===== src/rtl/fcp_params.svh =====
/*
  constants of the flash control and key protection block: register
  addresses, field positions, reset values, command codes, timing.
  assumes inclusion from the package and the design modules.
*/
`ifndef FCP_PARAMS_SVH
`define FCP_PARAMS_SVH

// register byte addresses
`define FCP_ADR_STATUS 32'hfffff800
`define FCP_ADR_MODE 32'hfffff804
`define FCP_ADR_CMD 32'hfffff808
`define FCP_ADR_DATA 32'hfffff80c
`define FCP_ADR_ADDR 32'hfffff810
`define FCP_ADR_PROT 32'hfffff818
`define FCP_ADR_HIDE 32'hfffff820

// reset values and the lock key half
`define FCP_STATUS_RST 16'h0020
`define FCP_MODE_RST 16'h0000
`define FCP_PROT_RST 32'h00000000
`define FCP_KEY_HALF_DEFAULT 16'hffff
`define FCP_KEY_HALF_LOCK 16'hdead

// status bits
`define FCP_ST_PASS 0
`define FCP_ST_FAIL 1
`define FCP_ST_BUSY 2
`define FCP_ST_IRQ 3

// mode bits
`define FCP_MD_ERW_EN 3
`define FCP_MD_IRQ_EN 4
`define FCP_MD_KEY_BLK 5
`define FCP_MD_KEY_EN 6

// protection fields
`define FCP_PR_JTAG_READ 31
`define FCP_PAGE_GRP_LSB 11
`define FCP_PAGE_GRP_MSB 15

// command codes
`define FCP_CMD_READ 8'h01
`define FCP_CMD_WRITE 8'h02
`define FCP_CMD_ERASE_PAGE 8'h05
`define FCP_CMD_MASS_ERASE 8'h06
`define FCP_CMD_SAVE_KEY 8'h0c

// operation time in ns and its cycle count at 100 MHz
`define FCP_CLK_PERIOD_NS 10
`define FCP_OP_TIME_NS 200
`define FCP_OP_CYCLES (`FCP_OP_TIME_NS / `FCP_CLK_PERIOD_NS)

`endif


===== src/rtl/fcp_pkg.sv =====
/*
  types of the flash control and key protection block.
  assumes fcp_params.svh on the include path.
*/
`include "fcp_params.svh"

package fcp_pkg;

  // controller states, one-hot
  typedef enum logic [1:0] {
    FCP_IDLE = 2'h1,
    FCP_BUSY = 2'h2
  } fcp_state_type;

  typedef logic [15:0] fcp_half_type;

endpackage : fcp_pkg


===== src/rtl/fcp_op_timer.sv =====
/*
  operation timer: runs a fixed number of cycles after a start pulse and
  flags the last one. assumes start only arrives while not running.
*/
`timescale 1ns/1ps
`include "fcp_params.svh"

module fcp_op_timer
  import fcp_pkg::*;
(
  // clock and reset
  input wire logic clk,
  input wire logic rst,
  // control
  input wire logic start,
  output logic done
);

  logic [7:0] cnt_ff;
  logic run_ff;

  // count down; done fires in the last counted cycle
  always_ff @(posedge clk) begin
    if (rst) begin
      cnt_ff <= 8'h00;
      run_ff <= 1'b0;
    end else if (start) begin
      cnt_ff <= 8'(`FCP_OP_CYCLES - 1);
      run_ff <= 1'b1;
    end else if (run_ff) begin
      cnt_ff <= cnt_ff - 8'h01;
      if (cnt_ff == 8'h00) begin
        run_ff <= 1'b0;
      end
    end
  end

  assign done = run_ff && (cnt_ff == 8'h00);

endmodule : fcp_op_timer


===== src/rtl/fcp_flash_ctrl.sv =====
/*
  flash control interface with key protection: memory-mapped status, mode,
  command, data, address, persistent and volatile protection registers,
  plus the command sequencer. the flash array itself is not modelled;
  each command takes a fixed time and ends in pass or fail.
  assumes bus accesses synchronous to REF_CLK, one per cycle.
*/
// Notes on behaviour
// RULE_01: software sets protection bits for chosen pages in the persistent register.
// RULE_02: software sets mode bit 6 with bit 5 clear to enable key protection.
// RULE_03: software places the 32-bit key in the address and data registers.
// RULE_04: software issues command 0x0c, polls status for pass, then resets.
// RULE_05: changing protection repeats the whole sequence with a new protection value.
// RULE_06: key 0xdead locks protection for good; only mass erase clears it.
// RULE_07: status bit 3 set on completion with interrupt enabled; status read clears.
// RULE_08: status bit 2 shows busy, set during operations, cleared when idle.
// RULE_09: status bit 1 set on unsuccessful completion; status read clears it.
// RULE_10: status bit 0 set on successful completion; status read clears it.
// RULE_11: mode bit 4 enables the completion interrupt.
// RULE_12: mode bit 3 must be set for erase and write commands.
// RULE_13: software keeps mode bits 7:5 zero outside key entry, bit 8, 2:0 always.
// RULE_14: serial and jtag hosts use this same register interface.
// RULE_15: each protection bit covers four pages; bit 31 blocks jtag reads.
// RULE_16: saved protection applies only after save completes and a reset follows.
// RULE_17: mass erase returns the stored key to its default.
// RULE_18: blocked or protected erase and write end with fail set.
// RULE_19: pass and fail update in the same cycle busy clears.
`timescale 1ns/1ps
`include "fcp_params.svh"

module fcp_flash_ctrl
  import fcp_pkg::*;
(
  // clock and resets
  input wire logic REF_CLK,
  input wire logic SYS_RST,
  input wire logic NV_INIT,
  // register port
  input wire logic [31:0] BUS_ADDR,
  input wire logic BUS_WR,
  input wire logic BUS_RD,
  input wire logic [31:0] BUS_WDATA,
  output logic [31:0] BUS_RDATA,
  // access path: high when the jtag host drives the port
  input wire logic JTAG_SEL,
  // status outputs
  output logic FLASH_IRQ,
  output logic FLASH_BUSY
);

  fcp_state_type state_ff;
  logic [15:0] mode_ff;
  logic [7:0] cmd_ff;
  logic [31:0] data_ff;
  logic [15:0] addr_ff;
  logic [31:0] prot_ff;
  logic [31:0] hide_ff;
  logic [31:0] nv_prot_ff;
  fcp_half_type nv_key_hi_ff;
  fcp_half_type nv_key_lo_ff;
  logic [31:0] act_prot_ff;
  logic pass_ff;
  logic fail_ff;
  logic irq_ff;
  logic verdict_ff;
  logic save_ff;
  logic mass_ff;
  logic [31:0] rdata_ff;
  logic busy_ff;
  logic irq_out_ff;
  logic op_done;
  logic cmd_wr;
  logic sta_rd;
  logic nxt_verdict;
  logic nxt_save;
  logic nxt_mass;
  logic [31:0] eff_prot;

  // address match, used by every register
  function automatic logic hit(input logic [31:0] a, input logic [31:0] r);
    hit = (a == r);
  endfunction : hit

  // is the addressed 2 kB page group write protected
  function automatic logic grp_prot(input logic [31:0] p, input logic [15:0] a);
    grp_prot = p[a[`FCP_PAGE_GRP_MSB:`FCP_PAGE_GRP_LSB]];
  endfunction : grp_prot

  assign cmd_wr = BUS_WR && hit(BUS_ADDR, `FCP_ADR_CMD) && (state_ff == FCP_IDLE);
  assign sta_rd = BUS_RD && hit(BUS_ADDR, `FCP_ADR_STATUS);
  // volatile and saved protection combine
  assign eff_prot = act_prot_ff | hide_ff;

  // RULE_14 single register path
  // plain writable registers; serial and jtag hosts share them
  always_ff @(posedge REF_CLK) begin
    if (SYS_RST) begin
      mode_ff <= `FCP_MODE_RST;
      data_ff <= 32'h00000000;
      addr_ff <= 16'h0000;
      prot_ff <= `FCP_PROT_RST;
      hide_ff <= `FCP_PROT_RST;
    end else if (BUS_WR) begin
      if (hit(BUS_ADDR, `FCP_ADR_MODE)) mode_ff <= BUS_WDATA[15:0];
      if (hit(BUS_ADDR, `FCP_ADR_DATA)) data_ff <= BUS_WDATA;
      if (hit(BUS_ADDR, `FCP_ADR_ADDR)) addr_ff <= BUS_WDATA[15:0];
      if (hit(BUS_ADDR, `FCP_ADR_PROT)) prot_ff <= BUS_WDATA;
      if (hit(BUS_ADDR, `FCP_ADR_HIDE)) hide_ff <= BUS_WDATA;
    end
  end

  // command register keeps the last accepted code for read back
  always_ff @(posedge REF_CLK) begin
    if (SYS_RST) begin
      cmd_ff <= 8'h00;
    end else if (cmd_wr) begin
      cmd_ff <= BUS_WDATA[7:0];
    end
  end

  // verdict of a new command, decided at issue
  always_comb begin
    nxt_verdict = 1'b1;
    nxt_save = 1'b0;
    nxt_mass = 1'b0;
    case (BUS_WDATA[7:0])
      `FCP_CMD_READ: begin
        // RULE_15 jtag read block
        nxt_verdict = !(JTAG_SEL && eff_prot[`FCP_PR_JTAG_READ]);
      end
      `FCP_CMD_WRITE, `FCP_CMD_ERASE_PAGE: begin
        // RULE_12 erase write gate
        // RULE_18 refused ends failed
        nxt_verdict = mode_ff[`FCP_MD_ERW_EN] && !grp_prot(eff_prot, addr_ff);
      end
      `FCP_CMD_MASS_ERASE: begin
        // page protection does not stop it; that is the only way out of a lock
        nxt_verdict = mode_ff[`FCP_MD_ERW_EN];
        nxt_mass = mode_ff[`FCP_MD_ERW_EN];
      end
      `FCP_CMD_SAVE_KEY: begin
        // RULE_06 locked key refuses
        // a fresh part takes any key; otherwise the stored key must be given
        nxt_verdict = mode_ff[`FCP_MD_KEY_EN] && !mode_ff[`FCP_MD_KEY_BLK] &&
                      !(nv_key_hi_ff == `FCP_KEY_HALF_LOCK && nv_key_lo_ff == `FCP_KEY_HALF_LOCK) &&
                      ((nv_key_hi_ff == `FCP_KEY_HALF_DEFAULT && nv_key_lo_ff == `FCP_KEY_HALF_DEFAULT) ||
                       (nv_key_hi_ff == addr_ff && nv_key_lo_ff == data_ff[15:0]));
        nxt_save = nxt_verdict;
      end
      default: begin
        nxt_verdict = 1'b0;
      end
    endcase
  end

  // sequencer: idle until a command, busy until the timer ends
  always_ff @(posedge REF_CLK) begin
    if (SYS_RST) begin
      state_ff <= FCP_IDLE;
      verdict_ff <= 1'b0;
      save_ff <= 1'b0;
      mass_ff <= 1'b0;
    end else begin
      case (state_ff)
        FCP_IDLE: begin
          if (cmd_wr) begin
            state_ff <= FCP_BUSY;
            verdict_ff <= nxt_verdict;
            save_ff <= nxt_save;
            mass_ff <= nxt_mass;
          end
        end
        FCP_BUSY: begin
          if (op_done) state_ff <= FCP_IDLE;
        end
        default: begin
          state_ff <= FCP_IDLE;
        end
      endcase
    end
  end

  fcp_op_timer u_timer (
    .clk(REF_CLK),
    .rst(SYS_RST),
    .start(cmd_wr),
    .done(op_done)
  );

  // non-volatile key and protection: the power-up init and a completed mass erase clear them
  always_ff @(posedge REF_CLK) begin
    if (NV_INIT) begin
      nv_prot_ff <= `FCP_PROT_RST;
      nv_key_hi_ff <= `FCP_KEY_HALF_DEFAULT;
      nv_key_lo_ff <= `FCP_KEY_HALF_DEFAULT;
    end else if (op_done && save_ff) begin
      nv_prot_ff <= prot_ff;
      nv_key_hi_ff <= addr_ff;
      nv_key_lo_ff <= data_ff[15:0];
    end else if (op_done && mass_ff) begin
      // RULE_17 key back to default
      nv_prot_ff <= `FCP_PROT_RST;
      nv_key_hi_ff <= `FCP_KEY_HALF_DEFAULT;
      nv_key_lo_ff <= `FCP_KEY_HALF_DEFAULT;
    end
  end

  // RULE_16 applied at reset
  // saved protection takes hold only when the system reset loads it
  always_ff @(posedge REF_CLK) begin
    if (NV_INIT) begin
      act_prot_ff <= `FCP_PROT_RST;
    end else if (SYS_RST) begin
      act_prot_ff <= nv_prot_ff;
    end
  end

  // completion flags; a completion wins over a clearing status read
  always_ff @(posedge REF_CLK) begin
    if (SYS_RST) begin
      pass_ff <= 1'b0;
      fail_ff <= 1'b0;
      irq_ff <= 1'b0;
    end else if (op_done) begin
      // RULE_19 outcome with idle
      // RULE_10 pass on success
      pass_ff <= verdict_ff;
      // RULE_09 fail on failure
      fail_ff <= !verdict_ff;
      // RULE_07 interrupt status
      irq_ff <= mode_ff[`FCP_MD_IRQ_EN] | (irq_ff & !sta_rd);
    end else if (sta_rd) begin
      pass_ff <= 1'b0;
      fail_ff <= 1'b0;
      irq_ff <= 1'b0;
    end
  end

  // RULE_08 busy flag
  always_ff @(posedge REF_CLK) begin
    if (SYS_RST) begin
      busy_ff <= 1'b0;
    end else begin
      busy_ff <= cmd_wr || (busy_ff && !op_done);
    end
  end

  // RULE_11 interrupt output
  // output follows the sticky bit, so a disabled interrupt never raises it
  always_ff @(posedge REF_CLK) begin
    if (SYS_RST) begin
      irq_out_ff <= 1'b0;
    end else begin
      irq_out_ff <= (op_done && mode_ff[`FCP_MD_IRQ_EN]) || (irq_ff && !sta_rd);
    end
  end

  // registered read data; unmapped addresses read zero
  always_ff @(posedge REF_CLK) begin
    if (SYS_RST) begin
      rdata_ff <= 32'h00000000;
    end else if (BUS_RD) begin
      rdata_ff <= 32'h00000000;
      if (hit(BUS_ADDR, `FCP_ADR_STATUS)) begin
        rdata_ff[15:0] <= `FCP_STATUS_RST;
        rdata_ff[`FCP_ST_PASS] <= pass_ff;
        rdata_ff[`FCP_ST_FAIL] <= fail_ff;
        rdata_ff[`FCP_ST_BUSY] <= busy_ff;
        rdata_ff[`FCP_ST_IRQ] <= irq_ff;
      end
      if (hit(BUS_ADDR, `FCP_ADR_MODE)) rdata_ff[15:0] <= mode_ff;
      if (hit(BUS_ADDR, `FCP_ADR_CMD)) rdata_ff[7:0] <= cmd_ff;
      if (hit(BUS_ADDR, `FCP_ADR_DATA)) rdata_ff <= data_ff;
      if (hit(BUS_ADDR, `FCP_ADR_ADDR)) rdata_ff[15:0] <= addr_ff;
      if (hit(BUS_ADDR, `FCP_ADR_PROT)) rdata_ff <= prot_ff;
      if (hit(BUS_ADDR, `FCP_ADR_HIDE)) rdata_ff <= hide_ff;
    end
  end

  assign BUS_RDATA = rdata_ff;
  assign FLASH_IRQ = irq_out_ff;
  assign FLASH_BUSY = busy_ff;

endmodule : fcp_flash_ctrl


===== config.mk =====
export PLATFORM = sky130hd
export DESIGN_NAME = fcp_flash_ctrl
export DESIGN_NICKNAME = d
export VERILOG_FILES = /design/src/rtl/fcp_pkg.sv /design/src/rtl/fcp_op_timer.sv /design/src/rtl/fcp_flash_ctrl.sv
export VERILOG_INCLUDE_DIRS = /design/src /design/src/rtl
export SDC_FILE = /design/constraint.sdc
export NUM_CORES = 1
export LEC_CHECK = 0
export ABC_AREA = 1
export CORE_MARGIN = 10
export CORE_UTILIZATION = 65
export CTS_BUF_LIST = sky130_fd_sc_hd__clkbuf_16
export DETAILED_ROUTE_END_ITERATION = 10
export DONT_BUFFER_PORTS = 1
export GPL_ROUTABILITY_DRIVEN = 0
export GPL_TIMING_DRIVEN = 0
export PLACE_DENSITY_LB_ADDON = 0.08
export REMOVE_ABC_BUFFERS = 1
export SETUP_SLACK_MARGIN = 0.5
export SLEW_MARGIN = 40
export SYNTH_ARGS = -nofsm -noshare
export SYNTH_HDL_FRONTEND = slang
export SYNTH_SLANG_ARGS = --single-unit

===== constraint.sdc =====
create_clock -name REF_CLK -period 3.1 [get_ports REF_CLK]
set_clock_uncertainty 0.15 [all_clocks]
set_input_delay 0.31 -clock REF_CLK [delete_from_list [all_inputs] [get_ports REF_CLK]]
set_output_delay 0.31 -clock REF_CLK [all_outputs]
set_load 0.005 [all_outputs]

==> impl_results.md <==
* Average cell area after synthesis at 7.31 sq um
* Layout area overhead at 12.3%
* Clock share of power at 45.9%
* Status: finished, final reports clean
* Post-synthesis mux area share at 0%
* Max Clk Rate at 415 MHz
* Post-Syn Instances at 1658
* Initial antenna violation count at 1
* First-pass GRT wire length at 54500 um
* Sw frac at 21.8%
* Gr usage total at 27.0%
* Kind of critical path: in -> reg
* Seq pwr share at 50.5%
* Max Cap Violations at 0
* Largest family of logic cells by synthesized area: simple AND/OR/NAND/NOR gates
* Root buffer cell: clkbuf_16
* DRC violations left at 0
* Share of cells above drive strength 1 at 5.82%
* Leakage power at 5.11 nW
* Max Slew Vio Count at 0
* # setup viols final at 0
* Internal at 0.00567 W
* H-tree lvl count at 1
* Vias in the first global route at 10.4k
* Worst VDD drop at 0.477 mV
* Comb pwr share at 3.6%
* Final Hold Fails at 0
* Initial core utilization at 66.8%
* Synth Area in Simple Gates at 22.1%
* Post-synthesis cell type count at 40
* Synth Area in XOR/XNOR at 1.81%
* Routed via count at 11.2k
* Period utilisation layout at 77.8%
* Nets at 1717
* Chip width at 157 um
* Fin Setup TNS at 0 ns
* Required @ worst endpoint at 3.42 ns
* Rel. slew slack at 50.7%
* Worst hold path type: in -> reg
* CTS tree: yes
* Clk sinks at 283
* Flops & latches, synth at 283
* Core box area at 18100 sq um
* Max Root-Sink Buffers at 3
* Seq/Total Area, Yosys at 46.8%
* Critical path capture point type: register
* WL final at 34100 um
* Synth Cell Area at 12100 sq um
* Cts bufs inserted at 29
* Ys flop type: dfxtp_1
* RSZ-0062 raised after global routing: false
* Yosys warns at 0
* WL/cell at 18.0 um
* Slew at the pin with the worst max-slew slack at 0.739 ns
* Placed wire-length estimate at 21300 um
* Vias per std cell at 5.89
* Critical Path AT at 2.74 ns
* Adder-Cell Fraction of Synth Area at 0.103%
* Initial DRC Count at 1108
* Pwr dens at 533 nW/um^2
* PortBufs at 0
* Largest net degree at the start of global routing at 92
* Fin util at 75.0%
* Critical Path Start Type: input port
* Core Rows at 49
* Post-synthesis compound-gate area fraction at 19.6%
* Clock-pin slew on the worst setup and hold paths at 0.06 ns
* Drt pass-1 iters at 5
* IO Pins at 104
* Latest clock arrival within the worst-skew pair at 0.54 ns
* Net switching power of the design at 0.00158 W
* Die area at 24500 sq um
* Grt total ovfl at 0
* EDFF count, synth at 0
* Antenna viol nets, final at 0
* Peak fanout along the critical path at 31
* Die Span Y at 157 um
* Min Tclk post-route at 2.41 ns
* Asr flop ratio synth at 0%
[flip-flops by register name, summed over array words and instances (netlist names)]
signal and flops:
BUS_RDATA 32, FLASH_BUSY 1, FLASH_IRQ 1, act_prot_ff 32, addr_ff 16, cmd_ff 8
data_ff 32, fail_ff 1, hide_ff 32, irq_ff 1, mass_ff 1, mode_ff 16
nv_key_hi_ff 16, nv_key_lo_ff 16, nv_prot_ff 32, pass_ff 1, prot_ff 32, save_ff 1
state_ff 2, u_timer.cnt_ff 8, u_timer.run_ff 1, verdict_ff 1
[power by group through the flow]
stage	registers [W]	clock network [W]	logic [W]
global route	0.00366	0.00350	0.000289
global placement	0.00374	0	0.000159
finish	0.00366	0.00333	0.000264
detailed placement	0.00374	0	0.000162
CTS	0.00366	0.00334	0.000258
floorplan	0.00374	0	0.000118
[kinds of logic after synthesis]
logic type               Yosys count
AND/OR/NAND/NOR                  626
AO/OA/AOI/OAI                    436
buffers and inverters            287
XOR/XNOR                          25
adder cells (fa/ha/maj)            1
flip-flops                       283
[timing repair]
item | 4_1_cts | 5_1_grt
endpoints found under the hold margin | 214 | 0
resized for setup | 1 | 2
pin swaps | 1 | 2
setup buffers | 2 | 0
gates cloned | 0 | 1
endpoints found under the setup margin | 34 | 3
hold buffers | 40 | 0
[worst paths after layout]
| path | start | to | slack, ns | depth (start not counted) |
|---|---|---|---|---|
| max | BUS_ADDR[29] | BUS_RDATA[27]$_SDFFE_PP0P_ | 0.69 | 9 |
| min | SYS_RST | BUS_RDATA[27]$_SDFFE_PP0P_ | 0.003 | 2 |
| max reg2reg | addr_ff[12]$_SDFFE_PP0P_ | verdict_ff$_SDFFE_PP0P_ | 0.70 | 11 |
| min reg2reg | act_prot_ff[23]$_SDFFE_PP0P_ | act_prot_ff[23]$_SDFFE_PP0P_ | 0.30 | 2 |
[through the flow]
stage / cell area (sq um) / total power [W] / cells / hold slack [ns] / worst slack, ns
final: 13600 / 0.00725 / 1896 / 0.00272 / 0.689
after global routing: 13600 / 0.00745 / 1896 / 0.0322 / 0.533
after floorplan: 11700 / 0.00386 / 1561 / 0.229 / -0.591
after global placement: 12000 / 0.00390 / 1790 / 0.236 / -2.90
after CTS: 13600 / 0.00726 / 1894 / 0.00731 / 0.555
after detailed placement: 12200 / 0.00390 / 1801 / 0.237 / 0.399
[cell usage after synthesis (7+ instances only)]
cell type  instances  area share [%]
a211oi_1          32             2.0
a21oi_1          199             8.2
buf_2             31             1.3
clkbuf_1          57             1.8
dfxtp_1          283              47
inv_1            177             5.5
inv_2              8            0.25
nand2_1          324              10
nand3_1          102             4.2
nand4_1           31             1.6
nor2_1           127             3.9
nor3_1            12            0.50
o21ai_0          121             5.0
o21ai_1           28             1.2
o221ai_1          16             1.2
o22ai_1           38             2.0
or2_2              7            0.36
xnor2_1           22             1.6
[area by class of cell]
type / instances / area (sq um)
Sequential cell: 283 / 5670
Multi-Input combinational cell: 1089 / 5350
Fill cell: 1395 / 4540
Inverter: 190 / 729
Clock buffer: 29 / 726
Timing Repair Buffer: 53 / 676
Tap cell: 229 / 287
Clock inverter: 22 / 173
Antenna cell: 1 / 2.50
[layout by cell type (no fill, tap or decap), types with 2 or more instances in the layout]
| cell type | Yosys | final |
|---|---|---|
| a211oi_1 | 32 | 32 |
| a21oi_1 | 199 | 199 |
| buf_12 | 0 | 3 |
| buf_16 | 0 | 7 |
| buf_4 | 2 | 4 |
| buf_6 | 5 | 2 |
| bufinv_16 | 0 | 3 |
| clkbuf_16 | 0 | 29 |
| clkinv_1 | 4 | 8 |
| clkinv_2 | 1 | 8 |
| clkinv_4 | 0 | 2 |
| clkinvlp_4 | 0 | 2 |
| dfxtp_1 | 283 | 282 |
| dlygate4sd3_1 | 0 | 37 |
| inv_1 | 177 | 179 |
| inv_2 | 8 | 10 |
| nand2_1 | 324 | 324 |
| nand2_2 | 5 | 5 |
| nand3_1 | 102 | 100 |
| nand3_4 | 0 | 2 |
| nand4_1 | 31 | 31 |
| nor2_1 | 127 | 127 |
| nor2_2 | 3 | 2 |
| nor2_4 | 3 | 5 |
| nor3_1 | 12 | 12 |
| nor4_1 | 3 | 3 |
| o21ai_0 | 121 | 121 |
| o21ai_1 | 28 | 28 |
| o221ai_1 | 16 | 16 |
| o22ai_1 | 38 | 38 |
| or2_2 | 7 | 7 |
| xnor2_1 | 22 | 22 |
| xor2_1 | 3 | 3 |
[critical path, cell delays in order]
cell and delay, ns:
nand2_1 0.04, nor2_1 0.09, nand2_1 0.18, nor2_4 0.47, nand3_4 0.49, o221ai_1 0.39, nand2_1 0.08, dlygate4sd3_1 0.56
a21oi_1 0.11
[routing by layer]
layer  GRT usage (%)  up-vias  share of wire [%]
li1                -     5483                  -
met1            35.1     5198                 42
met2            46.0      444                 48
met3            4.36       43                8.5
met4            6.43        0                2.0
met5               0        -                  0
No activity file was read; power rests on OpenSTA's default activity.
